--- config.mk ---
export PLATFORM = sky130hd
export DESIGN_NAME = mmc_device_flat
export DESIGN_NICKNAME = d
export VERILOG_FILES = /design/src/mmc_pkg.sv /design/src/mmc_link_if.sv /design/src/mmc_device.sv /design/src/flat_wrapper.sv
export VERILOG_INCLUDE_DIRS = /design/src
export SDC_FILE = /design/constraint.sdc
export NUM_CORES = 1
export LEC_CHECK = 0
export BUFFER_PORTS_ARGS = -buffer_cell sky130_fd_sc_hd__buf_2
export CAP_MARGIN = 20
export CELL_PAD_IN_SITES_DETAIL_PLACEMENT = 0
export CELL_PAD_IN_SITES_GLOBAL_PLACEMENT = 1
export CORE_ASPECT_RATIO = 0.5
export CORE_UTILIZATION = 30
export CTS_CLUSTER_DIAMETER = 200
export CTS_CLUSTER_SIZE = 8
export DETAILED_ROUTE_END_ITERATION = 10
export GPL_TIMING_DRIVEN = 0
export PLACE_DENSITY_LB_ADDON = 0.1
export SETUP_SLACK_MARGIN = 0.5
export SYNTH_ARGS = -nofsm -noshare
export SYNTH_HDL_FRONTEND = slang
export SYNTH_SLANG_ARGS = --single-unit
--- constraint.sdc ---
create_clock -name core_clk -period 9.5 [get_ports core_clk]
set_input_delay 0 -clock core_clk [delete_from_list [all_inputs] [get_ports core_clk]]
set_output_delay 0 -clock core_clk [all_outputs]
set_load 0.01 [all_outputs]
--- src/mmc_params.svh ---
// Purpose: Named constants for measurement mode control
// Assumes: 250 MHz core clock
// Notes: Included by the package and both ends
`ifndef MMC_PARAMS_SVH
`define MMC_PARAMS_SVH

// ----------------------------------------
// Device register map
// ----------------------------------------
`define MMC_MC_ADDR 8'h26
`define MMC_AC_ADDR 8'h27
`define MMC_MC_RST 2
`define MMC_MC_OST 1
`define MMC_MC_RUN 0
`define MMC_AC_LOAD 5
`define MMC_MC_RUNMASK 8'h07
`define MMC_AC_RSVD 8'hc0

// ----------------------------------------
// Timing
// ----------------------------------------
`define MMC_CLK_PERIOD_NS 4
`define MMC_STEP_UNIT_S 1
`define MMC_SEC_CYCLES (`MMC_STEP_UNIT_S * 1000000000 / `MMC_CLK_PERIOD_NS)
`define MMC_MS_CYCLES (1000000 / `MMC_CLK_PERIOD_NS)
`define MMC_BOOT_CYCLES 16
`define MMC_SP0_MS 6
`define MMC_SP1_MS 10
`define MMC_SP2_MS 18
`define MMC_SP3_MS 34
`define MMC_SP4_MS 66
`define MMC_SP5_MS 130
`define MMC_SP6_MS 258
`define MMC_SP7_MS 512

// ----------------------------------------
// Host controller register map
// ----------------------------------------
`define MMC_HC_ADDR 3'h0
`define MMC_HC_WDATA 3'h1
`define MMC_HC_READ 3'h2
`define MMC_HC_STAT 3'h3
`define MMC_HC_RDATA 3'h4

`endif

--- src/mmc_pkg.sv ---
// Purpose: Types shared by both ends
// Assumes: mmc_params.svh constants
// Notes: All-zero struct value is the reset state
`include "mmc_params.svh"
package mmc_pkg;
	typedef enum logic [2:0] {MMC_STBY, MMC_ACTIVE, MMC_CONV, MMC_STOP, MMC_BOOT} mmc_dev_st_t;
	typedef enum logic [2:0] {MMC_IDLE, MMC_WAIT, MMC_RD, MMC_CAP, MMC_PRE, MMC_FIN} mmc_host_st_t;

	typedef struct packed {
		mmc_dev_st_t st;
		logic altitude_select;
		logic raw;
		logic [2:0] os;
		logic one_shot_trigger;
		logic run;
		logic load;
		logic asel;
		logic [3:0] step;
		logic arm;
		logic solo;
		logic got;
		logic conv_req;
		logic busy;
		logic active;
		logic pend;
		logic alt_out;
		logic [31:0] pre;
		logic [15:0] secs;
		logic [31:0] spc;
		logic [7:0] boot;
		logic [7:0] rdata;
		logic [19:0] out_p;
		logic [11:0] out_t;
		logic [15:0] lat_p;
		logic [7:0] lat_t;
		logic [15:0] sel_p;
		logic [7:0] sel_t;
	} mmc_dev_t;

	typedef struct packed {
		mmc_host_st_t st;
		logic rd_op;
		logic [7:0] addr;
		logic [7:0] data;
		logic [7:0] cur;
		logic [7:0] l_addr;
		logic [7:0] l_wdata;
		logic l_wr;
		logic l_rd;
		logic busy;
		logic refused;
		logic loaded;
		logic [7:0] sw_rdata;
	} mmc_host_t;
endpackage

--- src/mmc_link_if.sv ---
// Purpose: Register link between host end and device end
// Assumes: Both ends on core_clk
// Notes: rdata valid the cycle after rd
`timescale 1ns/10ps
`default_nettype none
interface mmc_link_if;
	logic [7:0] addr;
	logic [7:0] wdata;
	logic wr;
	logic rd;
	logic [7:0] rdata;
	logic busy;
	modport dev (input addr, input wdata, input wr, input rd, output rdata, output busy);
	modport host (output addr, output wdata, output wr, output rd, input rdata, input busy);
endinterface
`default_nettype wire

--- src/mmc_device.sv ---
// Purpose: Device end, measurement sequencing and alarm target control
// Assumes: Conversion engine outside answers conv_req with conv_done
// Notes: Control state is one struct, registered once
//
// Function
// - Reset bit starts reboot in any mode
// - Reboot restores all registers to defaults
// - Standby reboots at once, active stops first
// - Link accesses ignored during reboot
// - Reset bit clears, always reads zero
// - Active one-shot measures now, bit stays set
// - Host clears then sets one-shot for more
// - Standby one-shot measures once, self-clears
// - Host reads one-shot before writing again
// - Run select zero standby, one periodic
// - Oversample code sets minimum sample spacing
// - Raw output overrides altitude select
// - Load bit latches next outputs as targets
// - Only a fresh load rise latches again
// - Host loads targets before selecting them
// - Source select picks programmed or latched targets
// - Time step is two to the exponent seconds
// - Upper acquisition bits reserved, read zero
// - Host changes fields only in standby; host enforces it for mode bits 7:3 only, not acquisition fields
// - Altitude select one altitude, zero pressure
`timescale 1ns/10ps
`default_nettype none
`include "mmc_params.svh"
module mmc_device
	import mmc_pkg::*;
#(
	parameter int SEC_CYCLES = `MMC_SEC_CYCLES,
	parameter int MS_CYCLES = `MMC_MS_CYCLES,
	parameter int BOOT_CYCLES = `MMC_BOOT_CYCLES
)
(
	input wire logic core_clk,
	input wire logic sys_rst,
	mmc_link_if.dev link,
	output logic conv_req,
	output logic conv_raw,
	output logic conv_alt,
	output logic [2:0] conv_os,
	input wire logic conv_done,
	input wire logic [19:0] conv_pres,
	input wire logic [11:0] conv_temp,
	input wire logic [7:0] pressure_target_high,
	input wire logic [7:0] pressure_target_low,
	input wire logic [7:0] temperature_target,
	output logic [19:0] out_pres,
	output logic [11:0] out_temp,
	output logic [15:0] tgt_pres_sel,
	output logic [7:0] tgt_temp_sel,
	output logic dev_active,
	output logic reboot_active
);
	mmc_dev_t s_q;
	mmc_dev_t s_d;
	logic [31:0] sp_limit;
	logic [9:0] sp_ms;
	logic wr_mc;
	logic wr_ac;
	logic rst_req;
	logic ost_rise;
	logic sec_wrap;
	logic period_hit;
	logic start;

	// ----------------------------------------
	// Minimum sample spacing
	// ----------------------------------------
	// Spacing in ms per oversample code
	always_comb
	begin
		unique case (s_q.os)
			3'h0: sp_ms = 10'(`MMC_SP0_MS);
			3'h1: sp_ms = 10'(`MMC_SP1_MS);
			3'h2: sp_ms = 10'(`MMC_SP2_MS);
			3'h3: sp_ms = 10'(`MMC_SP3_MS);
			3'h4: sp_ms = 10'(`MMC_SP4_MS);
			3'h5: sp_ms = 10'(`MMC_SP5_MS);
			3'h6: sp_ms = 10'(`MMC_SP6_MS);
			3'h7: sp_ms = 10'(`MMC_SP7_MS);
		endcase
	end
	assign sp_limit = 32'(sp_ms) * 32'(MS_CYCLES);

	// ----------------------------------------
	// Decode and timers
	// ----------------------------------------
	// Accesses count only outside reboot
	assign wr_mc = link.wr && !s_q.busy && link.addr == `MMC_MC_ADDR;
	assign wr_ac = link.wr && !s_q.busy && link.addr == `MMC_AC_ADDR;
	assign rst_req = wr_mc && link.wdata[`MMC_MC_RST];
	assign ost_rise = wr_mc && link.wdata[`MMC_MC_OST] && !s_q.one_shot_trigger;
	assign sec_wrap = s_q.pre == 32'(SEC_CYCLES - 1);
	assign period_hit = sec_wrap && s_q.secs == ((16'h1 << s_q.step) - 16'h1);

	// ----------------------------------------
	// Next state
	// ----------------------------------------
	always_comb
	begin
		s_d = s_q;
		s_d.conv_req = 1'b0;
		s_d.rdata = 8'h00;
		start = 1'b0;
		// Register reads, reset bit and reserved bits read zero
		if (link.rd && !s_q.busy)
		begin
			if (link.addr == `MMC_MC_ADDR)
				s_d.rdata = {s_q.altitude_select, s_q.raw, s_q.os, 1'b0, s_q.one_shot_trigger, s_q.run};
			else if (link.addr == `MMC_AC_ADDR)
				s_d.rdata = {2'b00, s_q.load, s_q.asel, s_q.step};
		end
		// Register writes; reset bit is never stored
		if (wr_mc && !rst_req)
		begin
			s_d.altitude_select = link.wdata[7];
			s_d.raw = link.wdata[6];
			s_d.os = link.wdata[5:3];
			s_d.one_shot_trigger = link.wdata[`MMC_MC_OST];
			s_d.run = link.wdata[`MMC_MC_RUN];
		end
		if (rst_req)
			s_d.busy = 1'b1;
		if (wr_ac)
		begin
			s_d.load = link.wdata[`MMC_AC_LOAD];
			s_d.asel = link.wdata[4];
			s_d.step = link.wdata[3:0];
			// Arm only on a fresh rise, disarm on clear
			if (!link.wdata[`MMC_AC_LOAD])
				s_d.arm = 1'b0;
			else if (!s_q.load)
				s_d.arm = 1'b1;
		end
		// Period timer runs only while active
		if (s_q.run && (s_q.st == MMC_ACTIVE || s_q.st == MMC_CONV))
		begin
			s_d.pre = sec_wrap ? 32'h0 : s_q.pre + 32'h1;
			if (sec_wrap)
				s_d.secs = period_hit ? 16'h0 : s_q.secs + 16'h1;
		end
		else
		begin
			s_d.pre = 32'h0;
			s_d.secs = 16'h0;
			s_d.pend = 1'b0;
		end
		// Mode sequencing
		unique case (s_q.st)
			MMC_STBY:
			begin
				if (rst_req)
					s_d.st = MMC_BOOT;
				else if (s_d.run)
				begin
					s_d.st = MMC_ACTIVE;
					start = ost_rise;
				end
				else if (ost_rise)
				begin
					start = 1'b1;
					s_d.solo = 1'b1;
				end
			end
			MMC_ACTIVE:
			begin
				if (rst_req)
					s_d.st = MMC_STOP;
				else if (!s_d.run)
					s_d.st = MMC_STBY;
				else if (ost_rise || period_hit || s_q.pend)
				begin
					start = 1'b1;
					s_d.pre = 32'h0;
					s_d.secs = 16'h0;
				end
			end
			MMC_CONV:
			begin
				if (conv_done && !s_q.got)
				begin
					s_d.got = 1'b1;
					s_d.out_p = conv_pres;
					s_d.out_t = conv_temp;
					if (s_q.arm)
					begin
						s_d.lat_p = conv_pres[19:4];
						s_d.lat_t = conv_temp[11:4];
						s_d.arm = 1'b0;
					end
				end
				if (ost_rise && !s_q.solo)
					s_d.pend = 1'b1;
				if (s_q.spc < sp_limit)
					s_d.spc = s_q.spc + 32'h1;
				if (rst_req)
					s_d.st = MMC_STOP;
				else if ((s_q.got || conv_done) && s_q.spc >= sp_limit)
				begin
					if (s_q.solo)
					begin
						s_d.one_shot_trigger = 1'b0;
						s_d.solo = 1'b0;
						s_d.st = MMC_STBY;
					end
					else
						s_d.st = s_d.run ? MMC_ACTIVE : MMC_STBY;
				end
			end
			MMC_STOP:
			begin
				// Forced to standby before the reboot starts
				s_d.run = 1'b0;
				s_d.solo = 1'b0;
				s_d.st = MMC_BOOT;
			end
			MMC_BOOT:
			begin
				s_d = '0;
				if (s_q.boot != 8'(BOOT_CYCLES - 1))
				begin
					s_d.st = MMC_BOOT;
					s_d.busy = 1'b1;
					s_d.boot = s_q.boot + 8'h1;
				end
			end
			default:
				s_d.st = MMC_STBY;
		endcase
		// Launch a conversion with current mode bits
		if (start)
		begin
			s_d.st = MMC_CONV;
			s_d.conv_req = 1'b1;
			s_d.spc = 32'h0;
			s_d.got = 1'b0;
			s_d.pend = 1'b0;
		end
		s_d.active = s_d.st == MMC_ACTIVE || s_d.st == MMC_CONV;
		s_d.alt_out = s_d.altitude_select && !s_d.raw;
		// Alarm target source
		s_d.sel_p = s_d.asel ? s_d.lat_p : {pressure_target_high, pressure_target_low};
		s_d.sel_t = s_d.asel ? s_d.lat_t : temperature_target;
	end

	// ----------------------------------------
	// State register
	// ----------------------------------------
	always_ff @(posedge core_clk or posedge sys_rst)
	begin
		if (sys_rst)
			s_q <= '0;
		else
			s_q <= s_d;
	end

	// Outputs straight from the state register
	assign link.rdata = s_q.rdata;
	assign link.busy = s_q.busy;
	assign conv_req = s_q.conv_req;
	assign conv_raw = s_q.raw;
	assign conv_alt = s_q.alt_out;
	assign conv_os = s_q.os;
	assign out_pres = s_q.out_p;
	assign out_temp = s_q.out_t;
	assign tgt_pres_sel = s_q.sel_p;
	assign tgt_temp_sel = s_q.sel_t;
	assign dev_active = s_q.active;
	assign reboot_active = s_q.busy;
endmodule
`default_nettype wire

--- src/flat_wrapper.sv ---
// flat-port wrapper written by rule: the top's interface ports become plain ports
module mmc_device_flat import mmc_pkg::*;
#(
	parameter int SEC_CYCLES = `MMC_SEC_CYCLES,
	parameter int MS_CYCLES = `MMC_MS_CYCLES,
	parameter int BOOT_CYCLES = `MMC_BOOT_CYCLES
)
  (core_clk, sys_rst, conv_req, conv_raw, conv_alt, conv_os, conv_done, conv_pres, conv_temp, pressure_target_high, pressure_target_low, temperature_target, out_pres, out_temp, tgt_pres_sel, tgt_temp_sel, dev_active, reboot_active, link_addr, link_wdata, link_wr, link_rd, link_rdata, link_busy);
  mmc_link_if link_i ();
  input wire logic core_clk;
  input wire logic sys_rst;
  output logic conv_req;
  output logic conv_raw;
  output logic conv_alt;
  output logic [2:0] conv_os;
  input wire logic conv_done;
  input wire logic [19:0] conv_pres;
  input wire logic [11:0] conv_temp;
  input wire logic [7:0] pressure_target_high;
  input wire logic [7:0] pressure_target_low;
  input wire logic [7:0] temperature_target;
  output logic [19:0] out_pres;
  output logic [11:0] out_temp;
  output logic [15:0] tgt_pres_sel;
  output logic [7:0] tgt_temp_sel;
  output logic dev_active;
  output logic reboot_active;
  input wire logic [$bits(link_i.addr)-1:0] link_addr;
  input wire logic [$bits(link_i.wdata)-1:0] link_wdata;
  input wire logic [$bits(link_i.wr)-1:0] link_wr;
  input wire logic [$bits(link_i.rd)-1:0] link_rd;
  output wire logic [$bits(link_i.rdata)-1:0] link_rdata;
  output wire logic [$bits(link_i.busy)-1:0] link_busy;
  assign link_i.addr = link_addr;
  assign link_i.wdata = link_wdata;
  assign link_i.wr = link_wr;
  assign link_i.rd = link_rd;
  assign link_rdata = link_i.rdata;
  assign link_busy = link_i.busy;
  mmc_device #(.SEC_CYCLES(SEC_CYCLES), .MS_CYCLES(MS_CYCLES), .BOOT_CYCLES(BOOT_CYCLES)) u_core (.core_clk(core_clk), .sys_rst(sys_rst), .link(link_i), .conv_req(conv_req), .conv_raw(conv_raw), .conv_alt(conv_alt), .conv_os(conv_os), .conv_done(conv_done), .conv_pres(conv_pres), .conv_temp(conv_temp), .pressure_target_high(pressure_target_high), .pressure_target_low(pressure_target_low), .temperature_target(temperature_target), .out_pres(out_pres), .out_temp(out_temp), .tgt_pres_sel(tgt_pres_sel), .tgt_temp_sel(tgt_temp_sel), .dev_active(dev_active), .reboot_active(reboot_active));
endmodule
==> results.json <==
{
  "ys.flop_type": "dfrtp_1",
  "row_count": 51,
  "grt_max_degree": 111,
  "syn_area_sq_um": 12200,
  "drt_first_pass_iters": 5,
  "drc": 0,
  "wire_per_inst_um": 16.4,
  "fin_setup_tns_ps": 0,
  "finalClockSkew_ps": 21.6,
  "cts_tree": "built",
  "slew_viol_final": 0,
  "cts_root_buf": "clkbuf_16",
  "ant_nets": 0,
  "yosys_warnings": 0,
  "p_leak_uw": 0.00745,
  "synthMuxAreaShare_pct": 1.02,
  "portBuffers": 149,
  "synth-edff-count": 0,
  "final_cell_mix": "nand2_1 (205), dfrtp_1 (200), buf_2 (161), nor2_1 (156), nand3_1 (107)",
  "start_util_pct": 31.0,
  "n_antenna_cell": 0,
  "crit_path_max_fanout": 10,
  "ioPinCount": 150,
  "yosysSeqAreaShare_pct": 40.9,
  "htree_levels": 4,
  "hold_viol": 0,
  "synth_area_per_cell_sq_um": 8.95,
  "n_fill_cell": 4017,
  "synth_cells": 1366,
  "arrival_ps": 8160,
  "outcome": "complete, no violations",
  "cts_inserted_buffers": 17,
  "synth-xor-area-share_pct": 5.37,
  "clk_latency_ps": 460,
  "fin_area_sq_um": 15000,
  "worst_pin_slew_ps": 916,
  "synth_compound_area_share_pct": 9.10,
  "synthSimpleGateAreaFrac_pct": 25.1,
  "multiInputGateArea_sq_um": 6310,
  "rr_worst_depth": 27,
  "fmaxAchievable_mhz": 128,
  "async_reset_ff_share_pct": 100,
  "clockBufferDepth": 2,
  "layout_commonest_cell": "nand2_1",
  "grt_pass1_wl_mm": 55.9,
  "fin_crit_ps": 7800,
  "gp_congestion": 0.810,
  "antenna_found_initial": 0,
  "synth_cell_types": 75,
  "dp_hpwl_mm": 26.1,
  "via_count": 10300,
  "overflow": 0,
  "place_ws_ps": 1670,
  "dieArea_sq_um": 41600,
  "finalPower_uw": 1870,
  "finalCritPeriodShare_pct": 82.1,
  "relSlewSlack_pct": 38.4,
  "synth_top_family_by_area": "simple AND/OR/NAND/NOR gates",
  "holdBufCountCts": 66,
  "grt_usage_pct": 17.2,
  "drive_above_1_share_pct": 17.8,
  "finish.utilization_pct": 37.9,
  "placedInstanceArea_sq_um": 13700,
  "critPathKind": "reg -> reg",
  "startpoint_type": "flip-flop",
  "powerDensity_nw_per_um2": 125,
  "via_per_inst": 4.80,
  "post_cts_resized": 0,
  "nets": 1779,
  "r2r_end": "u_core.s_q[116]",
  "core-area_sq_um": 39500,
  "routed_wl_mm": 35.2,
  "hp-class": "in -> reg",
  "setup_slack_ps": 1700,
  "ff_latch_area_sq_um": 5000,
  "r2r_slack_ps": 1700,
  "yosys.area_share.adder_pct": 10.7,
  "vdd_drop_max_mv": 0.116,
  "crit_path_end_kind": "flip-flop",
  "r2r-start": "u_core.conv_os[1]",
  "min_path_cells": 4,
  "cap_violations": 0,
  "rsz0062_at_grt": "false",
  "clk_transition_reported_paths_ps": 80,
  "syn2layout_area_growth_pct": 22.3,
  "grt_pass1_vias": 10300,
  "setup_viol": 0,
  "die_y_um": 145,
  "initialDrtViolationCount": 639,
  "whs_endpoint": "u_core.s_q[189]",
  "cts_setup_buffers": 0,
  "crit_required_ps": 9860,
  "clkSinkCount": 200,
  "min_from": "link_addr[1]",
  "ys_seq_elements": 200,
  "dieWidth_um": 288
}
[state kept, by name, indices dropped and copies added, names as in the netlist]
name and flops:
u_core.conv_req 1, u_core.dev_active 1, u_core.conv_raw 1, u_core.conv_alt 1, u_core.s_q 128, u_core.tgt_temp_sel 8
u_core.conv_os 3, u_core.out_pres 20, u_core.link.rdata 8, u_core.link.busy 1, u_core.out_temp 12, u_core.tgt_pres_sel 16
[Yosys cell counts, types with 3 or more instances]
master	count	area share (%)
nand2_1	205	6.3
dfrtp_1	200	41
nor2_1	156	4.8
nand3_1	107	4.4
ha_1	79	8.1
buf_4	69	4.2
inv_1	48	1.5
o21ai_0	46	1.9
clkbuf_1	45	1.4
xor2_1	38	2.7
xnor2_1	37	2.7
a31oi_1	30	1.5
a21oi_1	29	1.2
nand4_1	23	1.2
and3_1	21	1.1
nor3_1	20	0.82
nor2b_1	18	0.92
and2_1	17	0.87
fa_1	16	2.6
a21o_1	12	0.74
buf_2	11	0.45
nand2b_1	9	0.46
mux2i_1	8	0.65
nor4_1	8	0.41
a22oi_1	7	0.43
nor3b_1	7	0.43
or3_1	7	0.36
and4_1	6	0.43
nand3b_1	6	0.37
o31ai_1	6	0.37
o211ai_1	5	0.31
mux2_2	4	0.37
o21a_1	4	0.25
nor4b_1	3	0.21
nor4bb_1	3	0.25
o41ai_1	3	0.21
or2_2	3	0.15
[routing by layer]
metal / vias to the layer above / global-route usage, % / wire length [um]
met5: - / 0 / 0
met4: 0 / 3.86 / 382
met3: 20 / 2.63 / 752
met2: 132 / 29.8 / 17500
met1: 5090 / 22.6 / 16600
li1: 5078 / - / -
[worst max-delay path by stage]
stage	start	slack [ps]	end	cells after the start
5_1_grt	u_core.conv_os[1]	1090	u_core.s_q[106]	27
4_1_cts	u_core.conv_os[1]	1640	u_core.s_q[102]	27
2_1_floorplan	u_core.conv_os[1]	3150	u_core.s_q[122]	26
6_report	u_core.conv_os[1]	1700	u_core.s_q[116]	27
3_3_place_gp	sys_rst	1300	u_core.out_pres[0]	2
3_5_place_dp	u_core.conv_os[1]	1670	u_core.s_q[102]	27
[worst max-delay path, cell delays in order, from the launching register on]
cell and delay (ps):
dfrtp_1 440, clkbuf_1 440, nand2_1 330, inv_1 200, nand2_1 290, inv_1 290, ha_1 280, ha_1 300
fa_1 510, fa_1 510, ha_1 310, ha_1 330, and4_1 180, o21ai_0 160, nand3_1 160, a311o_1 340
a31oi_1 190, xnor2_1 150, ha_1 320, nand4_1 100, nor2_1 270, nand2_1 140, a31oi_1 380, nor3_1 160
nor3_1 210, clkbuf_1 440, o21ai_0 180, o31ai_1 100
[where the power goes]
| part | internal (uW) | total [uW] | switching [uW] |
|---|---|---|---|
| sequential | 870 | 886 | 16.1 |
| clock | 367 | 749 | 382 |
| combinational | 89.3 | 239 | 150 |
| total | 1330 | 1870 | 548 |
[metrics by stage]
step / std cells / hold slack [ps]
finish: 2150 / 59.9
global route: 2150 / 88.1
CTS: 2150 / 36.6
detailed placement: 2052 / 178
global placement: 2050 / 194
floorplan: 1371 / 105
[cells by family after synthesis]
group	after synthesis
adder cells (fa/ha/maj)	95
AO/OA/AOI/OAI	169
multiplexers	12
other	2
AND/OR/NAND/NOR	638
flip-flops	200
buffers and inverters	175
XOR/XNOR	75
[cell type report]
class,instances,share of cell area (%)
inverter,48,1.25
tap,530,4.43
timing repair buffer,217,9.62
multi-input combinational,996,42.2
clock buffer,19,3.03
clock inverter,13,0.970
sequential,200,33.5
buffer,127,5.06
Power figures use the tool's default switching activity.
